$ cat src/spl_pkg.sv
package spl_pkg;
   // ****************************************************************
   // Clock and timing
   // ****************************************************************
   localparam int CLK_MHZ = 100;                        // mclk rate in MHz
   localparam int POWERUP_HOLD_LOW_TIME_MS = 10;        // Mode and reset held low after power-up
   localparam int RECEIVE_SETUP_WAIT_MS = 20;           // Wait after release before first byte
   localparam int MS_CYCLES = CLK_MHZ * 1000;           // mclk cycles per millisecond
   // Device-side figures in gear clock cycles
   localparam int FIRST_SYNC_ECHO_DELAY = 660;
   localparam int SECOND_SYNC_ECHO_DELAY = 540;
   localparam int COMMAND_ECHO_DELAY = 300;
   localparam int FLASH_SUM_TIME = 2800000;
   localparam int RAM_SUM_TIME = 160;
   localparam int WRITE_RESPONSE_DELAY = 200;
   localparam int READ_RESPONSE_DELAY = 430;
   localparam int EMULATION_ECHO_DELAY = 420;
   localparam int PROTECT_ENABLE_TIME = 1080;
   // Host-side gaps in gear clock cycles
   localparam int FIRST_SYNC_TURNAROUND = 140;
   localparam int SECOND_SYNC_TURNAROUND = 90;
   localparam int COMMAND_TURNAROUND = 270;
   localparam int NEXT_COMMAND_GAP = 1100;
   // ****************************************************************
   // Bytes and operation codes
   // ****************************************************************
   localparam logic [7:0] SYNC_FIRST = 8'h86;
   localparam logic [7:0] SYNC_SECOND = 8'h79;
   localparam logic [7:0] OP_FLASH_WRITE = 8'h30;
   localparam logic [7:0] OP_FLASH_READ = 8'h40;
   localparam logic [7:0] OP_FLASH_SUM = 8'h90;
   localparam logic [7:0] OP_PRODUCT_ID = 8'hC0;
   localparam logic [7:0] OP_FLASH_STATUS = 8'hC3;
   localparam logic [7:0] OP_EMULATION = 8'hD0;
   localparam logic [7:0] OP_SECURITY = 8'hFA;
   localparam logic [7:0] OP_FLASH_ERASE = 8'hF0;
   localparam int UART_BITS = 10;                       // Start, 8 data, stop
endpackage : spl_pkg

$ cat src/spl_host.sv
`timescale 1ns/10ps
// Function
// - Hold mode and reset low 10 ms
// - Wait 20 ms after release before sending
// - Wait 140 cycles after 0x86 echo
// - Wait 90 cycles after 0x79 echo
// - Wait 270 cycles after command echo
// - Wait 1100 cycles before next command
// - Code 0x30 is flash write
// - Code 0x40 is flash read
// - Code 0x90 is flash checksum
// - Code 0xC0 is product identification
// - Code 0xC3 is flash status
// - Code 0xD0 is emulation setting
// - Code 0xFA is security setting
// - Code 0xF0 is flash erase
module spl_host #(
   parameter int GEAR_DIV = 100, // mclk cycles per gear clock cycle
   parameter int BIT_CYCLES = 868, // mclk cycles per UART bit
   parameter int HOLD_CYCLES = spl_pkg::POWERUP_HOLD_LOW_TIME_MS * spl_pkg::MS_CYCLES,
   parameter int SETUP_CYCLES = spl_pkg::RECEIVE_SETUP_WAIT_MS * spl_pkg::MS_CYCLES,
   parameter int ECHO_TIMEOUT = spl_pkg::FLASH_SUM_TIME * 2 // Gear cycles to give up on a reply
) (
   input wire logic mclk,
   input wire logic reset_n,
   input wire logic start, // Pulse: run power-up entry and sync
   input wire logic cmd_valid, // User byte request
   input wire logic cmd_first, // Byte is an operation code
   input wire logic [7:0] cmd_byte,
   output logic cmd_ready, // Host can take a user byte
   output logic resp_valid, // Pulse per byte from device
   output logic [7:0] resp_byte,
   output logic linked, // Sync done, commands allowed
   output logic error, // Sync echo mismatch or timeout
   output logic known_op, // Last operation code is a known command
   output logic mode_pin,
   output logic reset_pin,
   output logic txd,
   input wire logic rxd
);
   // ****************************************************************
   // Declarations
   // ****************************************************************
   typedef enum {S_IDLE, S_HOLD, S_SETUP, S_SEND, S_ECHO, S_GAP, S_READY} spl_state_t;
   spl_state_t state, next_state;
   logic rxd_meta, rxd_sync; // Pin synchroniser
   logic [31:0] cnt, next_cnt; // Shared wait counter
   logic [6:0] gdiv, next_gdiv; // Gear divider
   logic gear_tick; // One-cycle gear enable
   logic [1:0] phase, next_phase; // 0: 0x86, 1: 0x79, 2: user, 3: operation code waiting out its gap
   logic [7:0] sent, next_sent;
   logic [31:0] gap, next_gap; // Turnaround after the echo
   logic next_cmd_ready, next_resp_valid, next_linked, next_error, next_known_op;
   logic next_mode_pin, next_reset_pin;
   logic [7:0] next_resp_byte;
   logic tx_start, tx_busy, uart_txd, rx_valid;
   logic [7:0] rx_byte, tx_byte;

   // Two flops before anything reads the pin
   always_ff @(posedge mclk or negedge reset_n) begin
      if (!reset_n) begin
         rxd_meta <= 1'b1;
         rxd_sync <= 1'b1;
      end else begin
         rxd_meta <= rxd;
         rxd_sync <= rxd_meta;
      end
   end

   spl_uart #(.BIT_CYCLES(BIT_CYCLES)) u_uart (
      .mclk(mclk), .reset_n(reset_n), .rxd_sync(rxd_sync), .tx_start(tx_start),
      .tx_byte(tx_byte), .tx_busy(tx_busy), .txd(uart_txd), .rx_valid(rx_valid), .rx_byte(rx_byte)
   );

   assign gear_tick = (gdiv == 7'(GEAR_DIV - 1));
   assign tx_start = (state == S_SEND) && !tx_busy;
   assign tx_byte = sent;

   // ****************************************************************
   // Sequencer next-state
   // ****************************************************************
   always_comb begin
      next_state = state;
      next_cnt = cnt;
      next_gdiv = gear_tick ? 7'h00 : gdiv + 7'h01;
      next_phase = phase;
      next_sent = sent;
      next_gap = gap;
      next_cmd_ready = 1'b0;
      next_resp_valid = 1'b0;
      next_resp_byte = resp_byte;
      next_linked = linked;
      next_error = error;
      next_known_op = known_op;
      next_mode_pin = mode_pin;
      next_reset_pin = reset_pin;
      case (state)
         S_IDLE: begin
            if (start) begin
               next_mode_pin = 1'b0;
               next_reset_pin = 1'b0;
               next_linked = 1'b0;
               next_error = 1'b0;
               next_cnt = 32'(HOLD_CYCLES);
               next_state = S_HOLD;
            end
         end
         S_HOLD: begin
            // Both pins low for the power-up hold
            if (cnt != 32'h0) next_cnt = cnt - 32'h1;
            else begin
               next_mode_pin = 1'b1;
               next_reset_pin = 1'b1;
               next_cnt = 32'(SETUP_CYCLES);
               next_state = S_SETUP;
            end
         end
         S_SETUP: begin
            // Nothing on the line until the device is listening
            if (cnt != 32'h0) next_cnt = cnt - 32'h1;
            else begin
               next_phase = 2'h0;
               next_sent = spl_pkg::SYNC_FIRST;
               next_state = S_SEND;
            end
         end
         S_SEND: begin
            if (!tx_busy) begin
               next_cnt = 32'(ECHO_TIMEOUT);
               next_state = S_ECHO;
            end
         end
         S_ECHO: begin
            // Echo arrives after the device's own delay; only the timeout is enforced
            if (rx_valid) begin
               next_resp_valid = 1'b1;
               next_resp_byte = rx_byte;
               // Sync echoes must match; a bad one ends the attempt
               if (phase != 2'h2 && rx_byte != sent) begin
                  next_error = 1'b1;
                  next_state = S_IDLE;
               end else next_state = S_GAP;
               if (phase == 2'h0) next_gap = 32'(spl_pkg::FIRST_SYNC_TURNAROUND);
               else if (phase == 2'h1) next_gap = 32'(spl_pkg::SECOND_SYNC_TURNAROUND);
               else next_gap = 32'(spl_pkg::COMMAND_TURNAROUND);
               next_cnt = next_gap;
            end else if (gear_tick) begin
               // Long enough for the flash checksum reply
               if (cnt == 32'h0) begin
                  next_error = 1'b1;
                  next_state = S_IDLE;
               end else next_cnt = cnt - 32'h1;
            end
         end
         S_GAP: begin
            // Further reply bytes restart the turnaround
            if (rx_valid) begin
               next_resp_valid = 1'b1;
               next_resp_byte = rx_byte;
               next_cnt = gap;
            end else if (gear_tick) begin
               if (cnt != 32'h0) next_cnt = cnt - 32'h1;
               else if (phase == 2'h0) begin
                  next_phase = 2'h1;
                  next_sent = spl_pkg::SYNC_SECOND;
                  next_state = S_SEND;
               end else begin
                  next_phase = 2'h2;
                  next_linked = !error;
                  next_cmd_ready = 1'b1;
                  next_state = S_READY;
               end
            end
         end
         S_READY: begin
            next_cmd_ready = 1'b1;
            if (rx_valid) begin
               // Late reply bytes (read data, sums) still reach the user
               next_resp_valid = 1'b1;
               next_resp_byte = rx_byte;
            end else if (cmd_valid) begin
               next_cmd_ready = 1'b0;
               next_sent = cmd_byte;
               if (cmd_first) begin
                  // Decode of the operation codes the loader knows
                  case (cmd_byte)
                     spl_pkg::OP_FLASH_WRITE,
                     spl_pkg::OP_FLASH_READ,
                     spl_pkg::OP_FLASH_SUM,
                     spl_pkg::OP_PRODUCT_ID,
                     spl_pkg::OP_FLASH_STATUS,
                     spl_pkg::OP_EMULATION,
                     spl_pkg::OP_SECURITY,
                     spl_pkg::OP_FLASH_ERASE: next_known_op = 1'b1;
                     default: next_known_op = 1'b0;
                  endcase
                  // Command gap before a new operation code
                  next_cnt = 32'(spl_pkg::NEXT_COMMAND_GAP);
                  next_state = S_GAP;
                  next_phase = 2'h3;
               end else next_state = S_SEND;
            end
         end
         default: next_state = S_IDLE;
      endcase
      // Phase 3 marks a pending operation code after its gap
      if (state == S_GAP && phase == 2'h3 && gear_tick && cnt == 32'h0 && !rx_valid) begin
         next_phase = 2'h2;
         next_cmd_ready = 1'b0;
         next_state = S_SEND;
      end
   end

   // ****************************************************************
   // Registers
   // ****************************************************************
   always_ff @(posedge mclk or negedge reset_n) begin
      if (!reset_n) begin
         state <= S_IDLE;
         cnt <= 32'h0;
         gdiv <= 7'h00;
         phase <= 2'h0;
         sent <= 8'h00;
         gap <= 32'h0;
         cmd_ready <= 1'b0;
         resp_valid <= 1'b0;
         resp_byte <= 8'h00;
         linked <= 1'b0;
         error <= 1'b0;
         known_op <= 1'b0;
         mode_pin <= 1'b0;
         reset_pin <= 1'b0;
         txd <= 1'b1;
      end else begin
         state <= next_state;
         cnt <= next_cnt;
         gdiv <= next_gdiv;
         phase <= next_phase;
         sent <= next_sent;
         gap <= next_gap;
         cmd_ready <= next_cmd_ready;
         resp_valid <= next_resp_valid;
         resp_byte <= next_resp_byte;
         linked <= next_linked;
         error <= next_error;
         known_op <= next_known_op;
         mode_pin <= next_mode_pin;
         reset_pin <= next_reset_pin;
         txd <= uart_txd;
      end
   end
endmodule : spl_host

$ cat src/spl_uart.sv
`timescale 1ns/10ps
// ****************************************************************
// Byte-wide UART transmitter and receiver, 8N1, LSB first
// ****************************************************************
module spl_uart #(
   parameter int BIT_CYCLES = 868 // mclk cycles per bit
) (
   input wire logic mclk,
   input wire logic reset_n,
   input wire logic rxd_sync, // Already synchronised receive line
   input wire logic tx_start, // One-cycle pulse, taken only when idle
   input wire logic [7:0] tx_byte,
   output logic tx_busy,
   output logic txd,
   output logic rx_valid, // One-cycle pulse per received byte
   output logic [7:0] rx_byte
);
   localparam int CW = $clog2(BIT_CYCLES + 1);
   // Transmit state
   logic [CW-1:0] tx_cnt, next_tx_cnt;
   logic [3:0] tx_bit, next_tx_bit;
   logic [9:0] tx_shift, next_tx_shift;
   logic next_tx_busy, next_txd;
   // Receive state
   logic [CW-1:0] rx_cnt, next_rx_cnt;
   logic [3:0] rx_bit, next_rx_bit;
   logic [7:0] next_rx_byte;
   logic rx_busy, next_rx_busy, next_rx_valid;

   // Next-state for both directions
   always_comb begin
      next_tx_cnt = tx_cnt;
      next_tx_bit = tx_bit;
      next_tx_shift = tx_shift;
      next_tx_busy = tx_busy;
      next_txd = txd;
      next_rx_cnt = rx_cnt;
      next_rx_bit = rx_bit;
      next_rx_byte = rx_byte;
      next_rx_busy = rx_busy;
      next_rx_valid = 1'b0;
      if (!tx_busy) begin
         // Idle line stays high
         if (tx_start) begin
            next_tx_shift = {1'b1, tx_byte, 1'b0};
            next_tx_busy = 1'b1;
            next_tx_bit = 4'h0;
            next_tx_cnt = CW'(BIT_CYCLES - 1);
            next_txd = 1'b0;
         end
      end else if (tx_cnt != '0) begin
         next_tx_cnt = tx_cnt - 1'b1;
      end else if (tx_bit == 4'(spl_pkg::UART_BITS - 1)) begin
         next_tx_busy = 1'b0;
         next_txd = 1'b1;
      end else begin
         // Shift out the next bit
         next_tx_bit = tx_bit + 1'b1;
         next_tx_cnt = CW'(BIT_CYCLES - 1);
         next_txd = tx_shift[tx_bit + 1'b1];
      end
      if (!rx_busy) begin
         // Start bit: sample centres from half a bit on
         if (!rxd_sync) begin
            next_rx_busy = 1'b1;
            next_rx_bit = 4'h0;
            next_rx_cnt = CW'(BIT_CYCLES / 2);
         end
      end else if (rx_cnt != '0) begin
         next_rx_cnt = rx_cnt - 1'b1;
      end else begin
         next_rx_cnt = CW'(BIT_CYCLES - 1);
         next_rx_bit = rx_bit + 1'b1;
         if (rx_bit == 4'h0 && rxd_sync) begin
            next_rx_busy = 1'b0;                        // Glitch, not a start bit
         end else if (rx_bit == 4'(spl_pkg::UART_BITS - 1)) begin
            next_rx_busy = 1'b0;
            next_rx_valid = rxd_sync;                   // Framing error drops the byte
         end else if (rx_bit != 4'h0) begin
            next_rx_byte = {rxd_sync, rx_byte[7:1]};
         end
      end
   end

   // Registers only
   always_ff @(posedge mclk or negedge reset_n) begin
      if (!reset_n) begin
         tx_cnt <= '0;
         tx_bit <= 4'h0;
         tx_shift <= 10'h3FF;
         tx_busy <= 1'b0;
         txd <= 1'b1;
         rx_cnt <= '0;
         rx_bit <= 4'h0;
         rx_byte <= 8'h00;
         rx_busy <= 1'b0;
         rx_valid <= 1'b0;
      end else begin
         tx_cnt <= next_tx_cnt;
         tx_bit <= next_tx_bit;
         tx_shift <= next_tx_shift;
         tx_busy <= next_tx_busy;
         txd <= next_txd;
         rx_cnt <= next_rx_cnt;
         rx_bit <= next_rx_bit;
         rx_byte <= next_rx_byte;
         rx_busy <= next_rx_busy;
         rx_valid <= next_rx_valid;
      end
   end
endmodule : spl_uart

$ cat config.mk
export PLATFORM = sky130hd
export DESIGN_NAME = spl_host
export DESIGN_NICKNAME = d
export VERILOG_FILES = /design/src/spl_pkg.sv /design/src/spl_host.sv /design/src/spl_uart.sv
export SDC_FILE = /design/constraint.sdc
export NUM_CORES = 1
export LEC_CHECK = 0
export BUFFER_PORTS_ARGS = -buffer_cell sky130_fd_sc_hd__buf_2
export CAP_MARGIN = 5
export CORE_MARGIN = 2
export CORE_UTILIZATION = 35
export CTS_CLUSTER_SIZE = 12
export DETAILED_ROUTE_END_ITERATION = 10
export PLACE_DENSITY = 0.64
export SYNTH_ARGS = -nofsm -noshare
export SYNTH_HDL_FRONTEND = slang
export SYNTH_HIERARCHICAL = 1
export SYNTH_SLANG_ARGS = --single-unit
$ cat constraint.sdc
create_clock -name mclk -period 2.4 [get_ports mclk]
set_input_delay 0.24 -clock mclk [delete_from_list [all_inputs] [get_ports mclk]]
set_output_delay 0.24 -clock mclk [all_outputs]
set_load 0.05 [all_outputs]
==> results.py <==
metrics = {
    "clock_network": {
        "cts_max_level": 4,
        "tritoncts": "built",
        "cts_made_buffers": 17,
        "cts-root-to-sink-buffers": 2,
        "clock_sinks": 124,
        "clk_pin_slew_ps": 60,
        "clk-insertion-delay-late_ps": 420,
        "root_buffer": "sky130_fd_sc_hd__clkbuf_16",
    },
    "pwr": {
        "peakVddDrop_v": 0.000488,
        "total_power_mw": 4.69,
        "total_leakage_power_nw": 3.86,
        "power_per_cell_area_nw_per_um2": 523,
    },
    "final_layout": {
        "drive_above_1_share_pct": 22.9,
        "antenna_cells": 0,
        "mostFrequentLayoutCells": "110 x sky130_fd_sc_hd__dfrtp_1, 100 x sky130_fd_sc_hd__nand2_1, 68 x sky130_fd_sc_hd__buf_4, 64 x sky130_fd_sc_hd__nor2_1, 56 x sky130_fd_sc_hd__a21oi_1",
        "final-seq-area_um2": 3120,
        "multi_input_comb_area_um2": 4040,
        "area_growth_synth_to_finish_pct": 22.1,
        "fillers": 2046,
        "mostFrequentLayoutCell": "sky130_fd_sc_hd__dfrtp_1",
        "final_nets": 919,
    },
    "min_path": {
        "min-delay-start": "cmd_byte[2]",
        "min_to": "known_op",
        "min_path_cells": 2,
        "hold_crit_class": "in -> reg",
    },
    "floorplanning": {
        "design.die.area_um2": 22200,
        "floorplan.die.width_um": 149,
        "io_pins": 30,
        "initial_cell_density_of_the_core_pct": 36.0,
        "core_um2": 20400,
        "die_h_um": 149,
        "rows": 52,
    },
    "routing": {
        "drt_pass1_iterations": 7,
        "detailed_route_via_count": 6540,
        "finalWirelength_mm": 19.9,
        "route.detailed.vias_per_inst": 5.56,
        "drc": 0,
        "drt_wl_cell_um": 16.9,
        "antenna_left": 0,
        "drt_first_iter_violations": 488,
    },
    "setup_path": {
        "critPathArrivalTime_ps": 2630,
        "critPathLaunch": "cnt[0]",
        "critPathMaxStageDelay_ps": 390,
        "reg2reg_depth": 10,
        "r2r_end": "sent[7]",
        "reg2reg_from": "cnt[0]",
        "crit_path_max_fanout": 6,
        "r2r_setup_slack_ps": 70,
        "cp-start-kind": "register",
        "timing.critical_path.cells": "inv_2 -> ha_4 -> nor4b_4 -> buf_4 -> nand3_4 -> nor4_4 -> buf_6 -> o21ai_4 -> nor2_4 -> mux2_1",
        "timing.critical_path.to_type": "register",
        "required_ps": 2700,
        "setup.worst_path.class": "reg -> reg",
        "cpMaxStageDelayCell": "sky130_fd_sc_hd__dfrtp_1",
    },
    "synth": {
        "synth-edff-count": 0,
        "register_bit_total_from_synthesis": 124,
        "syn_inst": 810,
        "syn-num-nets": 835,
        "synth_cell_types": 76,
        "synth.largest_area_cell": "sky130_fd_sc_hd__dfrtp_1",
        "synth.yosys.seq_area_share_pct": 42.5,
        "syn_avg_cell_area_um2": 9.07,
        "synth-async-reset-ratio_pct": 100,
        "synthDominantCellAreaShare_pct": 37.8,
        "synthFlopType": "sky130_fd_sc_hd__dfrtp_1",
        "mapped_cell_area_um2": 7340,
        "synth.area.top_cells": "sky130_fd_sc_hd__dfrtp_1 38%, sky130_fd_sc_hd__nand2_1 5.1%, sky130_fd_sc_hd__dfstp_2 4.7%, sky130_fd_sc_hd__a21oi_1 3.8%, sky130_fd_sc_hd__o21ai_0 3.4%",
        "yosysWarningCount": 6,
    },
    "sta": {
        "tns_ps": 0,
        "relSlewSlack_pct": 51.5,
        "setup_viol": 0,
        "rsz0062_at_grt": "true",
        "worst-slew-pin-transition_ps": 710,
        "fmax_mhz": 430,
        "timing_max_transition_violations_final": 0,
        "timing.final.crit_share_pct": 96.9,
        "final_hold_viol_count": 0,
        "period_needed_ps": 2330,
        "finalClockSkew_ps": 10.7,
    },
    "global_route": {
        "total_global_routing_overflow": 0,
        "grt_max_degree": 65,
        "grtUsageTotal_pct": 18.5,
        "grt_pass1_wl_mm": 32.6,
        "antenna_violations_before_repair": 0,
        "grt_pass1_vias": 6267,
    },
    "outcome": {
        "outcome": "finished, final reports clean",
    },
    "placed_design": {
        "placer_congestion": 0.896,
        "place.port_buffers": 29,
        "place.detailed.hpwl_mm": 14.1,
    },
    "run": {
        "maxCapViolCount": 0,
    },
}
==> worst max path at each step <==
| stage | endpoint | slack [ps] | depth (start not counted) |
|---|---|---|---|
| 3_3_place_gp | cnt[27] | 100 | 9 |
| 5_1_grt | sent[7] | -40 | 10 |
| 2_1_floorplan | state[0] | 100 | 9 |
| 6_report | sent[7] | 70 | 10 |
| 4_1_cts | state[2] | 30 | 9 |
| 3_5_place_dp | cnt[8] | 60 | 7 |
==> state kept, by name, indices dropped and copies added (netlist names), 6 cells and up <==
signal and flops:
u_uart/rx_byte 8, u_uart/tx_cnt 10, cnt 32, u_uart/tx_shift 9
gdiv 7, resp_byte 8, sent 8, gap 6
u_uart/rx_cnt 10
==> stage by stage <==
stage / utilization [%] / hold slack [ps] / cells / setup WS [ps] / instance area, um2
finish: 43.9 / 27.3 / 1177 / 73.8 / 8970
global placement: 40.2 / 282 / 1139 / 101 / 8200
CTS: 43.1 / 17.8 / 1173 / 27.8 / 8800
global route: 43.9 / 19.7 / 1177 / -35.0 / 8970
floorplan: - / -55.6 / 810 / 97.6 / 7340
detailed placement: 40.2 / 282 / 1139 / 62.3 / 8200
==> repair_timing <==
item	4_1_cts	5_1_grt
hold buffers	2	0
setup endpoints to repair	0	38
hold endpoints to repair	52	0
resized for setup	0	33
buffers inserted	0	4
==> layout make-up <==
cell class	count	area share [%]
Clock inverter	15	1.67
Tap cell	270	3.77
Timing Repair Buffer	106	8.82
Multi-Input combinational cell	617	45.0
Clock buffer	17	4.74
Sequential cell	124	34.8
Inverter	28	1.17
==> report_power, final <==
| group | total [mW] | switching (mW) | internal, mW | leakage [nW] |
|---|---|---|---|---|
| Combinational | 0.0840 | 0.0603 | 0.0237 | 2.04 |
| Clock | 2.51 | 1.13 | 1.38 | 0.281 |
| Sequential | 2.10 | 0.00409 | 2.09 | 1.53 |
==> critical path, delay by kind of cell, from the launching register on <==
family / cells / cell delay (ps)
AND/OR/NAND/NOR: 4 / 840
buffers and inverters: 3 / 440
flip-flops: 1 / 390
multiplexers: 1 / 350
adder cells (fa/ha/maj): 1 / 120
AO/OA/AOI/OAI: 1 / 70
==> layer usage <==
metal / share of wire, % / up-vias / global-route usage (%)
met3: 5.3 / 36 / 3.94
met4: 2.1 / 0 / 6.43
met5: 0 / - / 0
met2: 46 / 218 / 28.5
li1: - / 3130 / -
met1: 47 / 3156 / 25.9
==> synth_stat cells, drive strengths merged (12+ instances only) <==
cell type / instances
nand2: 100
nor2b: 13
nor2: 66
xnor2: 24
nand3: 24
nor4: 19
dfrtp: 111
a21oi: 57
buf: 21
nor3: 29
mux2i: 13
o22ai: 12
o21ai: 58
nand2b: 20
mux2: 21
clkbuf: 20
inv: 28
a31oi: 12
dfstp: 13
==> logic make-up (layout without fill, tap and decap cells) <==
group                    Yosys count  count (layout)  share of synthesized area, %
flip-flops                       124             124                          42.5
AND/OR/NAND/NOR                  329             329                          23.9
AO/OA/AOI/OAI                    210             210                          18.3
XOR/XNOR                          31              31                          3.70
multiplexers                      36              36                          5.60
buffers and inverters             69             166                          4.16
adder cells (fa/ha/maj)           11              11                          1.87
(Power assumes the default switching activity.)
